`src/verilog/tfp_pkg.sv`:
```
// constants and types for the 16-bit timer pwm waveform block
// Function
// fast pwm codes count up from BOTTOM to TOP, then restart at BOTTOM.
// fast TOP is 0x00FF/0x01FF/0x03FF, capture or compare A; clear after TOP.
// fast non-inverting sets on match, clears at TOP; inverting does opposite.
// compare output mode 2 is non-inverted pwm, 3 is inverted pwm.
// fast pwm sets overflow at TOP, plus compare A or capture flag.
// a channel flag sets whenever the count equals its compare register.
// fixed TOP modes mask compare bits above the resolution on write.
// capture TOP is unbuffered; written below count, counter wraps through 0xFFFF.
// fast pwm buffers compare A, loaded at TOP with counter clear.
// compare zero gives a one-cycle spike; compare at TOP gives constant level.
// channel A mode 1 in fast pwm toggles on match, buffering kept.
// pin driven only with direction bit and pin route enable set.
// phase-correct codes count up to TOP and back down to BOTTOM.
// phase TOP is fixed, capture or compare A; held one timer cycle.
// phase non-inverting clears on up-match, sets on down-match; inverting opposite.
// phase pwm sets overflow at BOTTOM, loads buffers and TOP flag at TOP.
// phase compare at BOTTOM stays low, at TOP stays high, non-inverted.
// software keeps register-defined TOP at least 0x0003, up to 0xFFFF.
// software keeps TOP at or above every compare register.
// software prefers frequency-correct mode when changing TOP while running.
// counter advances only on prescaler enables of 1, 8, 64, 256, 1024.
// compare output mode zero leaves the waveform output untouched.
// reset clears each channel waveform output to zero.
// counter, compares, buffers, capture are 16 bits, synchronous on enable.
package tfp_pkg;
  // register byte offsets
  localparam logic [4:0] OFS_CTRL = 5'h00;
  localparam logic [4:0] OFS_COUNT = 5'h04;
  localparam logic [4:0] OFS_CMPA = 5'h08;
  localparam logic [4:0] OFS_CMPB = 5'h0C;
  localparam logic [4:0] OFS_CAPT = 5'h10;
  localparam logic [4:0] OFS_FLAGS = 5'h14;
  localparam logic [4:0] OFS_PINCFG = 5'h18;
  // control fields
  localparam int CTRL_MODE_LSB = 0;
  localparam int CTRL_COMA_LSB = 4;
  localparam int CTRL_COMB_LSB = 6;
  localparam int CTRL_CS_LSB = 8;
  // pin config fields
  localparam int PIN_DIR_LSB = 0;
  localparam int PIN_ROUTE_LSB = 4;
  // flag bits
  localparam int FLG_OVF = 0;
  localparam int FLG_CMPA = 1;
  localparam int FLG_CMPB = 2;
  localparam int FLG_CAPT = 3;
  // fixed top values
  localparam logic [15:0] TOP_8BIT = 16'h00FF;
  localparam logic [15:0] TOP_9BIT = 16'h01FF;
  localparam logic [15:0] TOP_10BIT = 16'h03FF;
  localparam logic [15:0] TOP_MAX = 16'hFFFF;
  // waveform mode codes
  localparam logic [3:0] MODE_PC8 = 4'h1;
  localparam logic [3:0] MODE_PC9 = 4'h2;
  localparam logic [3:0] MODE_PC10 = 4'h3;
  localparam logic [3:0] MODE_FAST8 = 4'h5;
  localparam logic [3:0] MODE_FAST9 = 4'h6;
  localparam logic [3:0] MODE_FAST10 = 4'h7;
  localparam logic [3:0] MODE_PC_CAPT = 4'hA;
  localparam logic [3:0] MODE_PC_CMPA = 4'hB;
  localparam logic [3:0] MODE_FAST_CAPT = 4'hE;
  localparam logic [3:0] MODE_FAST_CMPA = 4'hF;
  // compare output modes
  localparam logic [1:0] COM_OFF = 2'h0;
  localparam logic [1:0] COM_TOGGLE = 2'h1;
  localparam logic [1:0] COM_NONINV = 2'h2;
  localparam logic [1:0] COM_INV = 2'h3;
  // prescaler selects and tap masks
  localparam logic [2:0] CS_DIV1 = 3'h1;
  localparam logic [2:0] CS_DIV8 = 3'h2;
  localparam logic [2:0] CS_DIV64 = 3'h3;
  localparam logic [2:0] CS_DIV256 = 3'h4;
  localparam logic [2:0] CS_DIV1024 = 3'h5;
  localparam logic [9:0] TAP_DIV8 = 10'h007;
  localparam logic [9:0] TAP_DIV64 = 10'h03F;
  localparam logic [9:0] TAP_DIV256 = 10'h0FF;
  localparam logic [9:0] TAP_DIV1024 = 10'h3FF;
  localparam logic [31:0] RDATA_IDLE = 32'h00000000;

  typedef enum logic [1:0] {
    FAM_OFF = 2'b00,
    FAM_FAST = 2'b01,
    FAM_PHASE = 2'b10
  } tfp_family_e;

  typedef struct packed {
    logic [15:0] cnt;
    logic down;
    logic [15:0] ocra;
    logic [15:0] ocrb;
    logic [15:0] bufa;
    logic [15:0] bufb;
    logic [15:0] icr;
    logic wf_a;
    logic wf_b;
    logic [3:0] flags;
    logic [3:0] mode;
    logic [1:0] com_a;
    logic [1:0] com_b;
    logic [2:0] cs;
    logic [1:0] dir;
    logic [1:0] route;
    logic [9:0] presc;
    logic tick;
    logic wait_req;
    logic [31:0] rdata;
    logic pin_a;
    logic pin_a_oe;
    logic pin_b;
    logic pin_b_oe;
  } tfp_state_s;
endpackage

```
`src/verilog/tfp_timer16_pwm.sv`:
```
// 16-bit timer with fast and phase-correct pwm waveform generation, avalon-mm slave
//
// Added by the designer: the register offsets and the Avalon-MM slave port.
`timescale 1ns/100ps
module tfp_timer16_pwm #(
  parameter int ADDR_W = 5
) (
  // clock and reset
  input wire logic clk,
  input wire logic rst,
  // avalon-mm slave
  input wire logic [ADDR_W-1:0] address,
  input wire logic read,
  input wire logic write,
  input wire logic [3:0] byteenable,
  input wire logic [31:0] writedata,
  output logic [31:0] readdata,
  output logic waitrequest,
  // waveform and pins
  output logic waveform_output_a,
  output logic waveform_output_b,
  output logic pin_a_out,
  output logic pin_a_oe,
  output logic pin_b_out,
  output logic pin_b_oe,
  output logic timer_clock_enable
);

  generate
    if (ADDR_W < 5) begin : g_chk
      $error("ADDR_W must be at least 5");
    end
  endgenerate

  tfp_pkg::tfp_state_s s_reg;
  tfp_pkg::tfp_state_s s_next;

  tfp_pkg::tfp_family_e fam;
  logic [15:0] top;
  logic [15:0] wmask;
  logic top_is_cmpa;
  logic top_is_capt;
  logic at_top;
  logic match_a;
  logic match_b;
  logic slope_down;
  logic [3:0] set_f;
  logic [3:0] clr_f;
  logic [31:0] bemask;
  logic [31:0] ctrl_view;
  logic [31:0] pin_view;
  logic [31:0] merged;
  logic [4:0] ofs;
  logic hit_wr;

  // merge write data into a register view under byte enables
  function automatic logic [31:0] be_merge(input logic [31:0] old, input logic [31:0] wd,
                                           input logic [31:0] m);
    be_merge = (old & ~m) | (wd & m);
  endfunction

  // decode mode into family, top source and write mask
  always_comb begin
    fam = tfp_pkg::FAM_OFF;
    top = tfp_pkg::TOP_MAX;
    wmask = tfp_pkg::TOP_MAX;
    top_is_cmpa = 1'b0;
    top_is_capt = 1'b0;
    // other codes hold the counter: only pwm families are served here
    unique case (s_reg.mode)
      tfp_pkg::MODE_FAST8, tfp_pkg::MODE_PC8: begin
        top = tfp_pkg::TOP_8BIT;
        wmask = tfp_pkg::TOP_8BIT;
      end
      tfp_pkg::MODE_FAST9, tfp_pkg::MODE_PC9: begin
        top = tfp_pkg::TOP_9BIT;
        wmask = tfp_pkg::TOP_9BIT;
      end
      tfp_pkg::MODE_FAST10, tfp_pkg::MODE_PC10: begin
        top = tfp_pkg::TOP_10BIT;
        wmask = tfp_pkg::TOP_10BIT;
      end
      tfp_pkg::MODE_FAST_CAPT, tfp_pkg::MODE_PC_CAPT: begin
        top = s_reg.icr;
        top_is_capt = 1'b1;
      end
      tfp_pkg::MODE_FAST_CMPA, tfp_pkg::MODE_PC_CMPA: begin
        top = s_reg.ocra;
        top_is_cmpa = 1'b1;
      end
      default: begin
        top = tfp_pkg::TOP_MAX;
      end
    endcase
    unique case (s_reg.mode)
      tfp_pkg::MODE_FAST8, tfp_pkg::MODE_FAST9, tfp_pkg::MODE_FAST10,
      tfp_pkg::MODE_FAST_CAPT, tfp_pkg::MODE_FAST_CMPA: begin
        fam = tfp_pkg::FAM_FAST;
      end
      tfp_pkg::MODE_PC8, tfp_pkg::MODE_PC9, tfp_pkg::MODE_PC10,
      tfp_pkg::MODE_PC_CAPT, tfp_pkg::MODE_PC_CMPA: begin
        fam = tfp_pkg::FAM_PHASE;
      end
      default: begin
        fam = tfp_pkg::FAM_OFF;
      end
    endcase
  end

  always_comb begin
    s_next = s_reg;
    set_f = 4'h0;
    clr_f = 4'h0;
    at_top = (s_reg.cnt == top);
    match_a = (s_reg.cnt == s_reg.ocra);
    match_b = (s_reg.cnt == s_reg.ocrb);
    // at TOP the slope is already falling, at BOTTOM already rising
    slope_down = at_top | (s_reg.down & (s_reg.cnt != 16'h0000));
    bemask = {{8{byteenable[3]}}, {8{byteenable[2]}}, {8{byteenable[1]}}, {8{byteenable[0]}}};
    ofs = address[4:0];
    ctrl_view = 32'h00000000;
    ctrl_view[tfp_pkg::CTRL_MODE_LSB +: 4] = s_reg.mode;
    ctrl_view[tfp_pkg::CTRL_COMA_LSB +: 2] = s_reg.com_a;
    ctrl_view[tfp_pkg::CTRL_COMB_LSB +: 2] = s_reg.com_b;
    ctrl_view[tfp_pkg::CTRL_CS_LSB +: 3] = s_reg.cs;
    pin_view = 32'h00000000;
    pin_view[tfp_pkg::PIN_DIR_LSB +: 2] = s_reg.dir;
    pin_view[tfp_pkg::PIN_ROUTE_LSB +: 2] = s_reg.route;
    merged = 32'h00000000;
    hit_wr = write & ~s_reg.wait_req;

    // prescaler, free running so a select change takes effect at the next tap
    s_next.presc = s_reg.presc + 10'h001;
    unique case (s_reg.cs)
      tfp_pkg::CS_DIV1: s_next.tick = 1'b1;
      tfp_pkg::CS_DIV8: s_next.tick = ((s_reg.presc & tfp_pkg::TAP_DIV8) == tfp_pkg::TAP_DIV8);
      tfp_pkg::CS_DIV64: s_next.tick = ((s_reg.presc & tfp_pkg::TAP_DIV64) == tfp_pkg::TAP_DIV64);
      tfp_pkg::CS_DIV256: s_next.tick = ((s_reg.presc & tfp_pkg::TAP_DIV256) == tfp_pkg::TAP_DIV256);
      tfp_pkg::CS_DIV1024: s_next.tick = (s_reg.presc == tfp_pkg::TAP_DIV1024);
      default: s_next.tick = 1'b0;
    endcase

    // timer logic, only on the timer clock enable
    if (s_reg.tick && fam != tfp_pkg::FAM_OFF) begin
      if (match_a) begin
        set_f[tfp_pkg::FLG_CMPA] = 1'b1;
      end
      if (match_b) begin
        set_f[tfp_pkg::FLG_CMPB] = 1'b1;
      end
      if (fam == tfp_pkg::FAM_FAST) begin
        if (at_top) begin
          s_next.cnt = 16'h0000;
          set_f[tfp_pkg::FLG_OVF] = 1'b1;
          set_f[tfp_pkg::FLG_CMPA] = top_is_cmpa | match_a;
          set_f[tfp_pkg::FLG_CAPT] = top_is_capt;
          s_next.ocra = s_reg.bufa;
          s_next.ocrb = s_reg.bufb;
          // top action first so a match at TOP wins and gives a constant level
          if (s_reg.com_a == tfp_pkg::COM_NONINV) s_next.wf_a = 1'b0;
          if (s_reg.com_a == tfp_pkg::COM_INV) s_next.wf_a = 1'b1;
          if (s_reg.com_b == tfp_pkg::COM_NONINV) s_next.wf_b = 1'b0;
          if (s_reg.com_b == tfp_pkg::COM_INV) s_next.wf_b = 1'b1;
        end else begin
          s_next.cnt = s_reg.cnt + 16'h0001;
        end
        if (match_a) begin
          unique case (s_reg.com_a)
            tfp_pkg::COM_TOGGLE: s_next.wf_a = ~s_reg.wf_a;
            tfp_pkg::COM_NONINV: s_next.wf_a = 1'b1;
            tfp_pkg::COM_INV: s_next.wf_a = 1'b0;
            tfp_pkg::COM_OFF: s_next.wf_a = s_reg.wf_a;
          endcase
        end
        if (match_b) begin
          if (s_reg.com_b == tfp_pkg::COM_NONINV) s_next.wf_b = 1'b1;
          if (s_reg.com_b == tfp_pkg::COM_INV) s_next.wf_b = 1'b0;
        end
      end else begin
        if (!s_reg.down && at_top) begin
          s_next.down = 1'b1;
          s_next.cnt = s_reg.cnt - 16'h0001;
          set_f[tfp_pkg::FLG_CMPA] = top_is_cmpa | match_a;
          set_f[tfp_pkg::FLG_CAPT] = top_is_capt;
          s_next.ocra = s_reg.bufa;
          s_next.ocrb = s_reg.bufb;
        end else if (s_reg.down && s_reg.cnt == 16'h0000) begin
          s_next.down = 1'b0;
          s_next.cnt = 16'h0001;
          set_f[tfp_pkg::FLG_OVF] = 1'b1;
        end else if (s_reg.down) begin
          s_next.cnt = s_reg.cnt - 16'h0001;
        end else begin
          s_next.cnt = s_reg.cnt + 16'h0001;
        end
        if (match_a) begin
          if (s_reg.com_a == tfp_pkg::COM_NONINV) s_next.wf_a = slope_down;
          if (s_reg.com_a == tfp_pkg::COM_INV) s_next.wf_a = ~slope_down;
        end
        if (match_b) begin
          if (s_reg.com_b == tfp_pkg::COM_NONINV) s_next.wf_b = slope_down;
          if (s_reg.com_b == tfp_pkg::COM_INV) s_next.wf_b = ~slope_down;
        end
      end
    end

    // bus: waitrequest drops one cycle after a request; read data loads on that edge, a write lands on the next
    s_next.wait_req = 1'b1;
    if ((read || write) && s_reg.wait_req) begin
      s_next.wait_req = 1'b0;
    end
    if (read && s_reg.wait_req) begin
      unique case (ofs)
        tfp_pkg::OFS_CTRL: s_next.rdata = ctrl_view;
        tfp_pkg::OFS_COUNT: s_next.rdata = {16'h0000, s_reg.cnt};
        tfp_pkg::OFS_CMPA: s_next.rdata = {16'h0000, s_reg.bufa};
        tfp_pkg::OFS_CMPB: s_next.rdata = {16'h0000, s_reg.bufb};
        tfp_pkg::OFS_CAPT: s_next.rdata = {16'h0000, s_reg.icr};
        tfp_pkg::OFS_FLAGS: s_next.rdata = {28'h0000000, s_reg.flags};
        tfp_pkg::OFS_PINCFG: s_next.rdata = pin_view;
        default: s_next.rdata = tfp_pkg::RDATA_IDLE;
      endcase
    end
    if (hit_wr) begin
      unique case (ofs)
        tfp_pkg::OFS_CTRL: begin
          merged = be_merge(ctrl_view, writedata, bemask);
          s_next.mode = merged[tfp_pkg::CTRL_MODE_LSB +: 4];
          s_next.com_a = merged[tfp_pkg::CTRL_COMA_LSB +: 2];
          s_next.com_b = merged[tfp_pkg::CTRL_COMB_LSB +: 2];
          s_next.cs = merged[tfp_pkg::CTRL_CS_LSB +: 3];
        end
        tfp_pkg::OFS_COUNT: begin
          merged = be_merge({16'h0000, s_reg.cnt}, writedata, bemask);
          s_next.cnt = merged[15:0];
        end
        tfp_pkg::OFS_CMPA: begin
          merged = be_merge({16'h0000, s_reg.bufa}, writedata, bemask);
          s_next.bufa = merged[15:0] & wmask;
          if (fam == tfp_pkg::FAM_OFF) s_next.ocra = merged[15:0];
        end
        tfp_pkg::OFS_CMPB: begin
          merged = be_merge({16'h0000, s_reg.bufb}, writedata, bemask);
          s_next.bufb = merged[15:0] & wmask;
          if (fam == tfp_pkg::FAM_OFF) s_next.ocrb = merged[15:0];
        end
        tfp_pkg::OFS_CAPT: begin
          merged = be_merge({16'h0000, s_reg.icr}, writedata, bemask);
          s_next.icr = merged[15:0];
        end
        tfp_pkg::OFS_FLAGS: begin
          merged = writedata & bemask;
          clr_f = merged[3:0];
        end
        tfp_pkg::OFS_PINCFG: begin
          merged = be_merge(pin_view, writedata, bemask);
          s_next.dir = merged[tfp_pkg::PIN_DIR_LSB +: 2];
          s_next.route = merged[tfp_pkg::PIN_ROUTE_LSB +: 2];
        end
        default: begin
          merged = 32'h00000000;
        end
      endcase
    end
    // a hardware set in the clearing cycle survives
    s_next.flags = (s_reg.flags & ~clr_f) | set_f;

    s_next.pin_a = s_next.wf_a;
    s_next.pin_b = s_next.wf_b;
    s_next.pin_a_oe = s_next.dir[0] & s_next.route[0] & (s_next.com_a != tfp_pkg::COM_OFF);
    s_next.pin_b_oe = s_next.dir[1] & s_next.route[1] & (s_next.com_b != tfp_pkg::COM_OFF);
  end

  always_ff @(posedge clk) begin
    if (rst) begin
      s_reg <= '0;
      s_reg.wait_req <= 1'b1;
    end else begin
      s_reg <= s_next;
    end
  end

  assign readdata = s_reg.rdata;
  assign waitrequest = s_reg.wait_req;
  assign waveform_output_a = s_reg.wf_a;
  assign waveform_output_b = s_reg.wf_b;
  assign pin_a_out = s_reg.pin_a;
  assign pin_a_oe = s_reg.pin_a_oe;
  assign pin_b_out = s_reg.pin_b;
  assign pin_b_oe = s_reg.pin_b_oe;
  assign timer_clock_enable = s_reg.tick;

endmodule

```
`config.mk`:
```
export PLATFORM = sky130hd
export DESIGN_NAME = tfp_timer16_pwm
export DESIGN_NICKNAME = d
export VERILOG_FILES = /design/src/verilog/tfp_pkg.sv /design/src/verilog/tfp_timer16_pwm.sv
export SDC_FILE = /design/constraint.sdc
export NUM_CORES = 1
export LEC_CHECK = 0
export ABC_AREA = 1
export BUFFER_PORTS_ARGS = -buffer_cell sky130_fd_sc_hd__buf_2
export CAP_MARGIN = 20
export CORE_UTILIZATION = 50
export CTS_BUF_LIST = sky130_fd_sc_hd__clkbuf_2 sky130_fd_sc_hd__clkbuf_4 sky130_fd_sc_hd__clkbuf_8
export DETAILED_ROUTE_END_ITERATION = 16
export HOLD_SLACK_MARGIN = 0.12
export MAX_ROUTING_LAYER = met4
export PLACE_DENSITY = 0.75
export SYNTH_ARGS = -nofsm -noshare
export SYNTH_HDL_FRONTEND = slang
export SYNTH_SLANG_ARGS = --single-unit
export TNS_END_PERCENT = 10
```
`constraint.sdc`:
```
create_clock -name clk -period 3.79 [get_ports clk]
set_clock_uncertainty 0.1 [all_clocks]
set_input_delay 0 -clock clk [delete_from_list [all_inputs] [get_ports clk]]
set_output_delay 0 -clock clk [all_outputs]
set_load 0.02 [all_outputs]
```
# After elaboration in Yosys (flattened, before gate mapping)
# Memories as Yosys holds them, arrays and structs flattened. A register that Yosys moved wholly into a read port is not among the register bits.
# Cells that the tools add are included.
# Widths: inputs -> output; s select.
word_totals:
  reg_bits: 164
  romBits: 32
  in_bits: 45
  mem_count: 1
mem_list:
  columns: ["memory", "depth", "word_bits", "rd", "rd_clocked_by_memory_dff", "write_ports", "line", "rtl"]
  rows:
  - ["(name not given)", 16, 2, 1, 1, 0, "tfp_timer16_pwm.sv:95", "unique case (s_reg.mode)"]
op_classes:
  addsub: 3
  eq_ne: 35
  n_mux: 64
  bitwise_logic: 31
  reduce_logical: 34
ops:
  columns: ["operator", "n"]
  rows:
  - ["$mux 16", 13]
  - ["$and 16x16->16", 7]
  - ["$pmux 16 s7", 1]
  - ["$mux 32", 3]
  - ["$mux 80", 1]
  - ["$pmux 16 s5", 1]
  - ["$or 16x16->16", 4]
  - ["$mux 49", 1]
  - ["$eq 16x16->1", 3]
  - ["$pmux 16 s3", 1]
  - ["$mux 1", 27]
  - ["$mux 4", 6]
  - ["$mux 17", 1]
  - ["$add 16x1->16 const B", 1]
  - ["$eq 4x4->1 const B", 4]
  - ["$logic_not 16->1", 1]
  - ["$not 16->16", 1]
  - ["$reduce_bool 16->1", 1]
  - ["$sub 16x1->16 const B", 1]
  - ["$eq 5x5->1 const B", 3]
  - ["$reduce_bool 2->1", 7]
  - ["$eq 4x3->1 const B", 3]
  - ["$and 11x11->11", 1]
  - ["$mux 11", 1]
  - ["37 further kinds", 74]

# Logic depth before layout (Yosys ltp)
# Gate-level depths: netlist (run 1).
depth:
  depth_word: 11
  mapped_depth: 20

# Worst setup path after synthesis (run 1)
# OpenSTA, ideal clock, no wires.
synth_path:
  kind: "reg2reg"
  from: "register with a tool-made name"
  to: "register with a tool-made name"
  arrival_ps: 2134
  t_required_ps: 3620
  path_slack_ps: 1485
  path_stages_with_launch: 16
  period_less_slack_ps: 2305
  path_cell_list: "dfxtp_1 > clkbuf_1 > inv_1 > ha_1 > nand3_1 > nor2_1 > nand3_1 > inv_1 > clkbuf_1 > a211oi_1 > nand2_1 > nand2_1 > nand2_1 > nand2_1 > nand2_1 > a21oi_1"

==> flow_metrics.tcl, run 1 <==
set metrics [dict create \
    syn_area_sq_um 10110 \
    cts_tree "done" \
    cp_common_cell "nand2_1" \
    grt_util_met2_pct 52.53 \
    cp.required_ps 4060 \
    firstDrtPassIters 6 \
    powerDensity_nw_per_um2 281.4 \
    max_stage_delay_ps 590 \
    synth_ff_type "dfxtp_1" \
    grt_pass1_wl_um 54640 \
    cellLeakagePower_nw 4.786 \
    grt.overflow.total 0 \
    core_sq_um 19650 \
    cp_cell_sequence "inv_2 > nand3_1 > nand2_4 > nand3_1 > nand2_1 > nand2_1 > nor2_1 > nand2_1 > nor2_4 > nand2_2 > buf_4 > nand3_1 > nand2_1 > inv_1 > nand2_1 > nand2_1 > a21oi_1 > dlygate4sd3_1" \
    drv_cap 0 \
    grtUsageMet3_pct 7.450 \
    nFillCells 2002 \
    die_area_sq_um 20790 \
    fin_crit_ps 3474 \
    relSlewSlack_pct 48.48 \
    syn_to_final_growth_pct 11.27 \
    wire_per_inst_um 17.87 \
    nNetsFinal 1732 \
    cts.sink_count 150 \
    crit_family "simple AND/OR/NAND/NOR gates" \
    end_kind "register" \
    rsz0062_at_grt "no" \
    outcome "complete, no violations" \
    track_usage_pct 35.84 \
    switching_share_pct 28.37 \
    hpwlAfterDp_um 25020 \
    vias 11310 \
    grt.met1_usage_pct 47.50 \
    critPathBufInv 4 \
    rows 51 \
    clkTransAtPathRegs_ps 90 \
    slowest_stage "dlygate4sd3_1" \
    post-route-util_pct 57.24 \
    antenna_found_initial 1 \
    clockBufferDepth 2 \
    internal_power_mw 2.268 \
    seq_power_share_pct 50.2 \
    clock_power_share_pct 42.5 \
    post-synth-top-area-cell "dfxtp_1" \
    hold_violations 0 \
    ant_nets 0 \
    peakVddDrop_mv 0.2232 \
    final_common_cell "nand2_1" \
    synth_top_area_share_pct 29.70 \
    drcViolationCount 0 \
    root_buffer "clkbuf_8" \
    synthCells 1643 \
    slew_violations 0 \
    grt_pass1_vias 10010 \
    finalWirelength_um 35060 \
    hp-class "input port to register" \
    power.share.combinational_pct 7.3 \
    top_usage_layer "met2" \
    setup_viol 0 \
    setup_tns_ps 0 \
    clk_latency_ps 480 \
    portBuffers 50 \
    synth.distinct_cells 41 \
    crit_path_max_fanout 17 \
    worst_slew_pin_slew_ps 772.8 \
    final_cell_mix "396 x nand2_1, 200 x inv_1, 181 x a21oi_1" \
    synth_edf_count 0 \
    worstSetupPathType "register to register" \
    drive_gt1_share_pct 8.667 \
    grt_max_degree 66 \
    dieHeight_um 144.2 \
    drt_iter0_markers 1401 \
    vias_per_cell 5.765 \
    yosys_warnings 0 \
    arrival_ps 3740 \
    pin_count 85 \
    post-route-period-util_pct 91.66 \
    gp_congestion 1.008 \
    power.switching_mw 0.8983 \
    ys_ff_latch 150 \
    async_flop_share_pct 0 \
    synth.avg_cell_area_sq_um 6.153 \
    die_w_um 144.2 \
    start_util_pct 51.44 \
    ys_seq_area_share_pct 29.70 \
    fmax_ghz 0.2879 \
    start_kind "register" \
    cts_buffers 17 \
    htreeDepth 4 \
    synthTopCellsByArea "dfxtp_1 30%, nand2_1 15%, a21oi_1 9.0%" \
]
[power by group through the flow]
stage	Clock (mW)	Sequential, mW	Combinational [mW]
2_1_floorplan	0	1.63	0.144
4_1_cts	1.35	1.59	0.224
5_1_grt	1.42	1.59	0.253
6_report	1.34	1.59	0.231
3_5_place_dp	0	1.63	0.200
3_3_place_gp	0	1.63	0.199
[cells in the mapped netlist (8+ instances only)]
cell,count
xor2_1,27
clkbuf_1,64
o21ai_0,67
a22oi_1,8
dfxtp_1,150
o21ai_1,33
inv_1,200
nand3_1,77
nand3b_1,8
xnor2_1,17
a21oi_1,181
nor3_1,13
a221oi_1,13
nor2_1,165
o22ai_1,10
nand4_1,58
nand2_1,397
buf_2,16
a211oi_1,37
buf_4,38
[repair_timing]
action	4_1_cts	5_1_grt
resized for setup	0	6
buffers inserted	0	0
endpoints found under the hold margin	114	0
hold buffers	35	0
setup endpoints to repair	0	1
[layout make-up]
class,instances,area (sq um),area share (%)
Multi-Input combinational cell,1171,5746,51.07
Sequential cell,150,3005,26.72
Clock buffer,17,234.0,2.080
Timing Repair Buffer,132,955.9,8.497
Inverter,211,792.0,7.040
Clock inverter,15,182.7,1.624
Antenna cell,1,2.502,0.02224
Tap cell,265,331.6,2.947
[layer usage]
layer / vias up / wire length (um)
met3: 122 / 4208
met1: 5048 / 14240
met2: 684 / 15120
li1: 5456 / -
met4: 0 / 1485
met5: - / 0
[cell families after synthesis]
kind of cell,synth area share [%]
AO/OA/AOI/OAI,21.50
flip-flops,29.70
XOR/XNOR,3.812
multiplexers,0.09901
buffers and inverters,14.20
other,0.03709
adder cells (fa/ha/maj),0.4951
AND/OR/NAND/NOR,30.16
[stage by stage]
| step | setup slack [ps] | area [sq um] | hold WS, ps | instances | power, mW |
|---|---|---|---|---|---|
| after CTS | 26.60 | 11230 | 200.1 | 1961 | 3.165 |
| final | 316.0 | 11250 | 238.0 | 1962 | 3.166 |
| after global placement | 563.3 | 10460 | 115.9 | 1894 | 1.825 |
| after detailed placement | 541.2 | 10460 | 117.9 | 1894 | 1.827 |
| after floorplan | 1485 | 10170 | 15.89 | 1658 | 1.769 |
| after global routing | 29.46 | 11250 | 253.5 | 1962 | 3.263 |
[worst register-to-register path, delay by kind of cell, from the launching register on]
family / cells / cell delay [ps]
and+or+nand+nor: 13 / 1690
AOI/OAI and AO/OA: 1 / 60
buffers and inverters: 4 / 1090
DFF: 1 / 420
[worst paths after layout]
path                                   end  slack, ps  cells past startpoint                       from
setup / recovery                  register        320                     18  ctrl_view[0]$_SDFFE_PP0P_
hold / removal    readdata[5]$_SDFFE_PP0P_        240                      7                 address[0]
setup reg to reg                  register        320                     18  ctrl_view[0]$_SDFFE_PP0P_
hold reg to reg       s_reg[38]$_SDFF_PP0_        350                      1       s_reg[38]$_SDFF_PP0_
Power figures use the tool's default switching activity.
==> inputs of run 2 (changes only) <==
--- a/config.mk
+++ b/config.mk
@@ -7,13 +7,15 @@
 export LEC_CHECK = 0
 export ABC_AREA = 1
 export BUFFER_PORTS_ARGS = -buffer_cell sky130_fd_sc_hd__buf_2
-export CAP_MARGIN = 20
-export CORE_UTILIZATION = 50
+export CAP_MARGIN = 10
+export CELL_PAD_IN_SITES_DETAIL_PLACEMENT = 1
+export CELL_PAD_IN_SITES_GLOBAL_PLACEMENT = 2
+export CORE_UTILIZATION = 28
 export CTS_BUF_LIST = sky130_fd_sc_hd__clkbuf_2 sky130_fd_sc_hd__clkbuf_4 sky130_fd_sc_hd__clkbuf_8
 export DETAILED_ROUTE_END_ITERATION = 16
 export HOLD_SLACK_MARGIN = 0.12
 export MAX_ROUTING_LAYER = met4
-export PLACE_DENSITY = 0.75
+export PLACE_DENSITY = 0.77
 export SYNTH_ARGS = -nofsm -noshare
 export SYNTH_HDL_FRONTEND = slang
 export SYNTH_SLANG_ARGS = --single-unit
==> flow_metrics.tcl, run 2 (synthesis results as in run 1) <==
set metrics [dict create \
    hold_violations 0 \
    rsz0062_at_grt "no" \
    clk_latency_ps 490 \
    grt_util_met2_pct 39.61 \
    worstSetupPathType "input port to register" \
    seq_area_sq_um 3004 \
    antennaDiodeCount 0 \
    relSlewSlack_pct 38.77 \
    start_kind "input port" \
    gp_congestion 0.8688 \
    syn_to_final_growth_pct 14.58 \
    seq_power_share_pct 47.9 \
    rows 69 \
    worst_slew_pin_slew_ps 918.4 \
    antenna_found_initial 0 \
    grt.overflow.total 0 \
    grtUsageMet3_pct 3.033 \
    setup_tns_ps 0 \
    internal_power_mw 2.405 \
    htreeDepth 4 \
    power.switching_mw 0.9116 \
    end_kind "register" \
    portBuffers 50 \
    core_sq_um 35570 \
    die_area_sq_um 36870 \
    hpwlAfterDp_um 32630 \
    root_buffer "clkbuf_8" \
    wire_per_inst_um 20.10 \
    firstDrtPassIters 5 \
    drive_gt1_share_pct 9.043 \
    final_common_cell "nand2_1" \
    post-route-util_pct 32.57 \
    cts_tree "done" \
    top_usage_layer "met2" \
    final_area_sq_um 11580 \
    nNetsFinal 1739 \
    track_usage_pct 24.82 \
    pin_count 85 \
    power.share.combinational_pct 7.6 \
    final_cell_mix "395 x nand2_1, 200 x inv_1, 181 x a21oi_1" \
    start_util_pct 28.42 \
    hp-class "input port to register" \
    r2r_slack_ps 330 \
    dp_slack_ps 558.3 \
    clkTransAtPathRegs_ps 100 \
    vias_per_cell 5.240 \
    multiInputGateArea_sq_um 5751 \
    drcViolationCount 0 \
    peakVddDrop_mv 0.2107 \
    nFillCells 4697 \
    setup_viol 0 \
    powerDensity_nw_per_um2 286.3 \
    drv_cap 0 \
    finalWirelength_um 43490 \
    grt_pass1_vias 11182 \
    fmax_ghz 0.2773 \
    ant_nets 0 \
    fin_hold_ws_ps 248.7 \
    cts.sink_count 150 \
    crit_path_max_fanout 8 \
    slew_violations 0 \
    cts_buffers 17 \
    grt_max_degree 75 \
    layout_setup_ws_ps 183.3 \
    dpl_cell_area_sq_um 10750 \
    switching_share_pct 27.48 \
    cp.required_ps 4070 \
    die_w_um 192.0 \
    dieHeight_um 192.0 \
    clock_power_share_pct 44.5 \
    arrival_ps 3890 \
    cellLeakagePower_nw 4.848 \
    clockBufferDepth 2 \
    fin_crit_ps 3607 \
    post-route-period-util_pct 95.16 \
    vias 11339 \
    grt.met1_usage_pct 32.61 \
    drt_iter0_markers 637 \
    outcome "complete, no violations" \
    grt_pass1_wl_um 66650 \
]
==> run 2: cell types whose count changed in the layout (fill, tap and decap cells not counted), sizes merged <==
cell and change:
buf +6, bufinv +2, clkbuf +2, clkinv +5, clkinvlp -2, diode -1, dlygate4sd3 +1, inv -7
==> run 2: worst max-delay path, cell delays in order <==
cell,delay (ps)
dlygate4sd3_1,530
buf_2,120
nor2_1,190
dlygate4sd3_1,580
nand2_1,80
nor2_2,210
inv_1,230
nor2_2,240
inv_1,180
nor2_1,290
inv_1,200
a22oi_1,290
a2111oi_0,160
dlygate4sd3_1,590
==> run 2: power groups by stage <==
stage / Clock (mW) / Combinational [mW] / Sequential [mW]
6_report: 1.47 / 0.252 / 1.59
2_1_floorplan: 0 / 0.144 / 1.63
3_5_place_dp: 0 / 0.222 / 1.63
5_1_grt: 1.56 / 0.272 / 1.59
3_3_place_gp: 0 / 0.220 / 1.63
4_1_cts: 1.49 / 0.248 / 1.59
==> run 2: repair_timing <==
item,4_1_cts,5_1_grt
endpoints found under the hold margin,72,0
setup buffers,0,0
setup endpoints to repair,0,1
gates resized for setup,0,7
hold buffers,36,0
==> run 2: final cells by class <==
| type | count | area share, % |
|---|---|---|
| sequential | 150 | 25.93 |
| tap | 461 | 4.979 |
| clock inverter | 13 | 1.674 |
| inverter | 211 | 6.837 |
| timing repair buffer | 139 | 8.728 |
| clock buffer | 19 | 2.204 |
| multi-input combinational | 1171 | 49.64 |
==> run 2: path summary, 6_finish.rpt <==
check,start,to,depth (start not counted)
setup / recovery,address[0],pin_b_oe$_SDFF_PP0_,14
hold reg to reg,s_reg[38]$_SDFF_PP0_,s_reg[38]$_SDFF_PP0_,1
hold / removal,writedata[12],register,4
setup reg to reg,register,register,14
==> run 2: per-stage QoR <==
stage          std cells  total power, mW
5_1_grt             2164            3.424
4_1_cts             2164            3.329
6_report            2164            3.317
2_1_floorplan       1658            1.769
3_5_place_dp        2096            1.850
3_3_place_gp        2096            1.846
==> run 2: layer usage <==
metal,wire length [um],share of wire [%]
met5,0,0
met4,964,2.2
met1,20250,47
met2,20190,46
met3,2084,4.8
==> inputs of run 3 (changes only) <==
==> constraint.sdc (replaced) <==
create_clock -name clk -period 4.6 [get_ports clk]
set_clock_uncertainty 0.1 [all_clocks]
set_input_delay 0 -clock clk [delete_from_list [all_inputs] [get_ports clk]]
set_output_delay 0 -clock clk [all_outputs]
set_load 0.02 [all_outputs]
==> flow_metrics.tcl, run 3 (synthesis results as in run 1) <==
set metrics [dict create \
    cellLeakagePower_nw 4.684 \
    grt_pass1_vias 11263 \
    postCtsSetupBuffers 0 \
    post-route-util_pct 31.80 \
    htreeDepth 4 \
    die_w_um 192.0 \
    cts_buffers 17 \
    root_buffer "clkbuf_8" \
    final_cells 2138 \
    drcViolationCount 0 \
    crit_path_max_fanout 17 \
    fin_crit_ps 3574 \
    die_area_sq_um 36870 \
    wire_per_inst_um 20.33 \
    clockBufferDepth 2 \
    vias 11259 \
    track_usage_pct 24.99 \
    final_common_cell "nand2_1" \
    cp.required_ps 4860 \
    pin_count 85 \
    relSlewSlack_pct 44.42 \
    grt.overflow.total 0 \
    dieHeight_um 192.0 \
    grt_pass1_wl_um 66880 \
    start_util_pct 28.42 \
    hold_violations 0 \
    drt_iter0_markers 802 \
    arrival_ps 3830 \
    powerDensity_nw_per_um2 233.0 \
    finalWirelength_um 43470 \
    syn_to_final_growth_pct 11.88 \
    hp-class "input port to register" \
    setup_viol 0 \
    worst_slew_pin_slew_ps 830.7 \
    firstDrtPassIters 5 \
    clk_latency_ps 500 \
    core_sq_um 35570 \
    gp_congestion 0.8679 \
    vias_per_cell 5.266 \
    setup_tns_ps 0 \
    rsz0062_at_grt "no" \
    drive_gt1_share_pct 7.637 \
    clkTransAtPathRegs_ps 100 \
    end_kind "register" \
    final_cell_mix "397 x nand2_1, 200 x inv_1, 181 x a21oi_1" \
    cts.sink_count 150 \
    antenna_found_initial 1 \
    grt_max_degree 66 \
    portBuffers 50 \
    rows 69 \
    cts_tree "done" \
    start_kind "register" \
    slew_violations 0 \
    fmax_ghz 0.2798 \
    nNetsFinal 1712 \
    post-route-period-util_pct 77.69 \
    ant_nets 0 \
    outcome "complete, no violations" \
    worstSetupPathType "register to register" \
    dp_cells 2075 \
    peakVddDrop_mv 0.1716 \
    drv_cap 0 \
    hpwlAfterDp_um 32110 \
]
-- run 3: cell count changes in the layout (fill, tap and decap cells not counted), sizes merged --
cell,before,now
clkinvlp,1,3
buf,103,82
inv,207,206
clkbuf,19,20
dlygate4sd3,36,30
diode,0,1
bufinv,4,2
-- run 3: what timing repair did --
item,in CTS,in global routing
hold endpoints to repair,75,0
endpoints found under the setup margin,0,0
gates resized for setup,0,0
hold buffers,30,0
-- run 3: critical path, stage by stage (launching register included) --
cell and delay, ps:
dfxtp_1 710, nand2_1 160, nor2_2 370, nand2_1 150
nand4_1 120, nand2_1 110, nor2_1 100, nand2_1 90
nor2_4 380, nand3_1 620, nand2_1 200, nand2_1 70
nand2_1 60, nand2_1 80, nand2_1 60, a21oi_1 50
-- run 3: layer usage --
metal	GRT usage (%)	share of wire, %	up-vias
li1	-	-	5409
met1	32.39	46	5500
met2	39.38	46	281
met3	3.599	5.1	69
met4	8.995	2.7	0
met5	-	0	-
-- run 3: worst paths after layout --
path | from | end | slack (ps) | cells after the start
hold / removal | address[0] | register | 150 | 7
hold reg to reg | s_reg[38]$_SDFF_PP0_ | s_reg[38]$_SDFF_PP0_ | 350 | 1
setup / recovery | ctrl_view[0]$_SDFFE_PP0P_ | register | 1030 | 15
setup reg to reg | ctrl_view[0]$_SDFFE_PP0P_ | register | 1030 | 15
-- run 3: stage by stage --
stage	worst slack (ps)	cell area [sq um]	power [mW]	hold slack, ps
after floorplan	2295	10170	1.458	15.89
after global placement	1095	10600	1.521	114.7
after detailed placement	1032	10600	1.524	126.6
after CTS	1036	11310	2.658	122.3
after global routing	614.3	11310	2.727	172.7
final	1026	11310	2.636	149.3
-- run 3: area by class of cell --
class                      instances  area, sq um
timing repair buffer             112        793.3
multi-input combinational       1171         5731
clock inverter                    12        143.9
inverter                         211        792.0
fill                            4693        24260
sequential                       150         3003
antenna                            1        2.502
tap                              461        576.8
clock buffer                      20        269.0
-- run 3: power by group --
group | switching, mW | total, mW | internal [mW]
registers | 0.00710 | 1.31 | 1.30
clock network | 0.598 | 1.12 | 0.524
logic | 0.149 | 0.203 | 0.0536
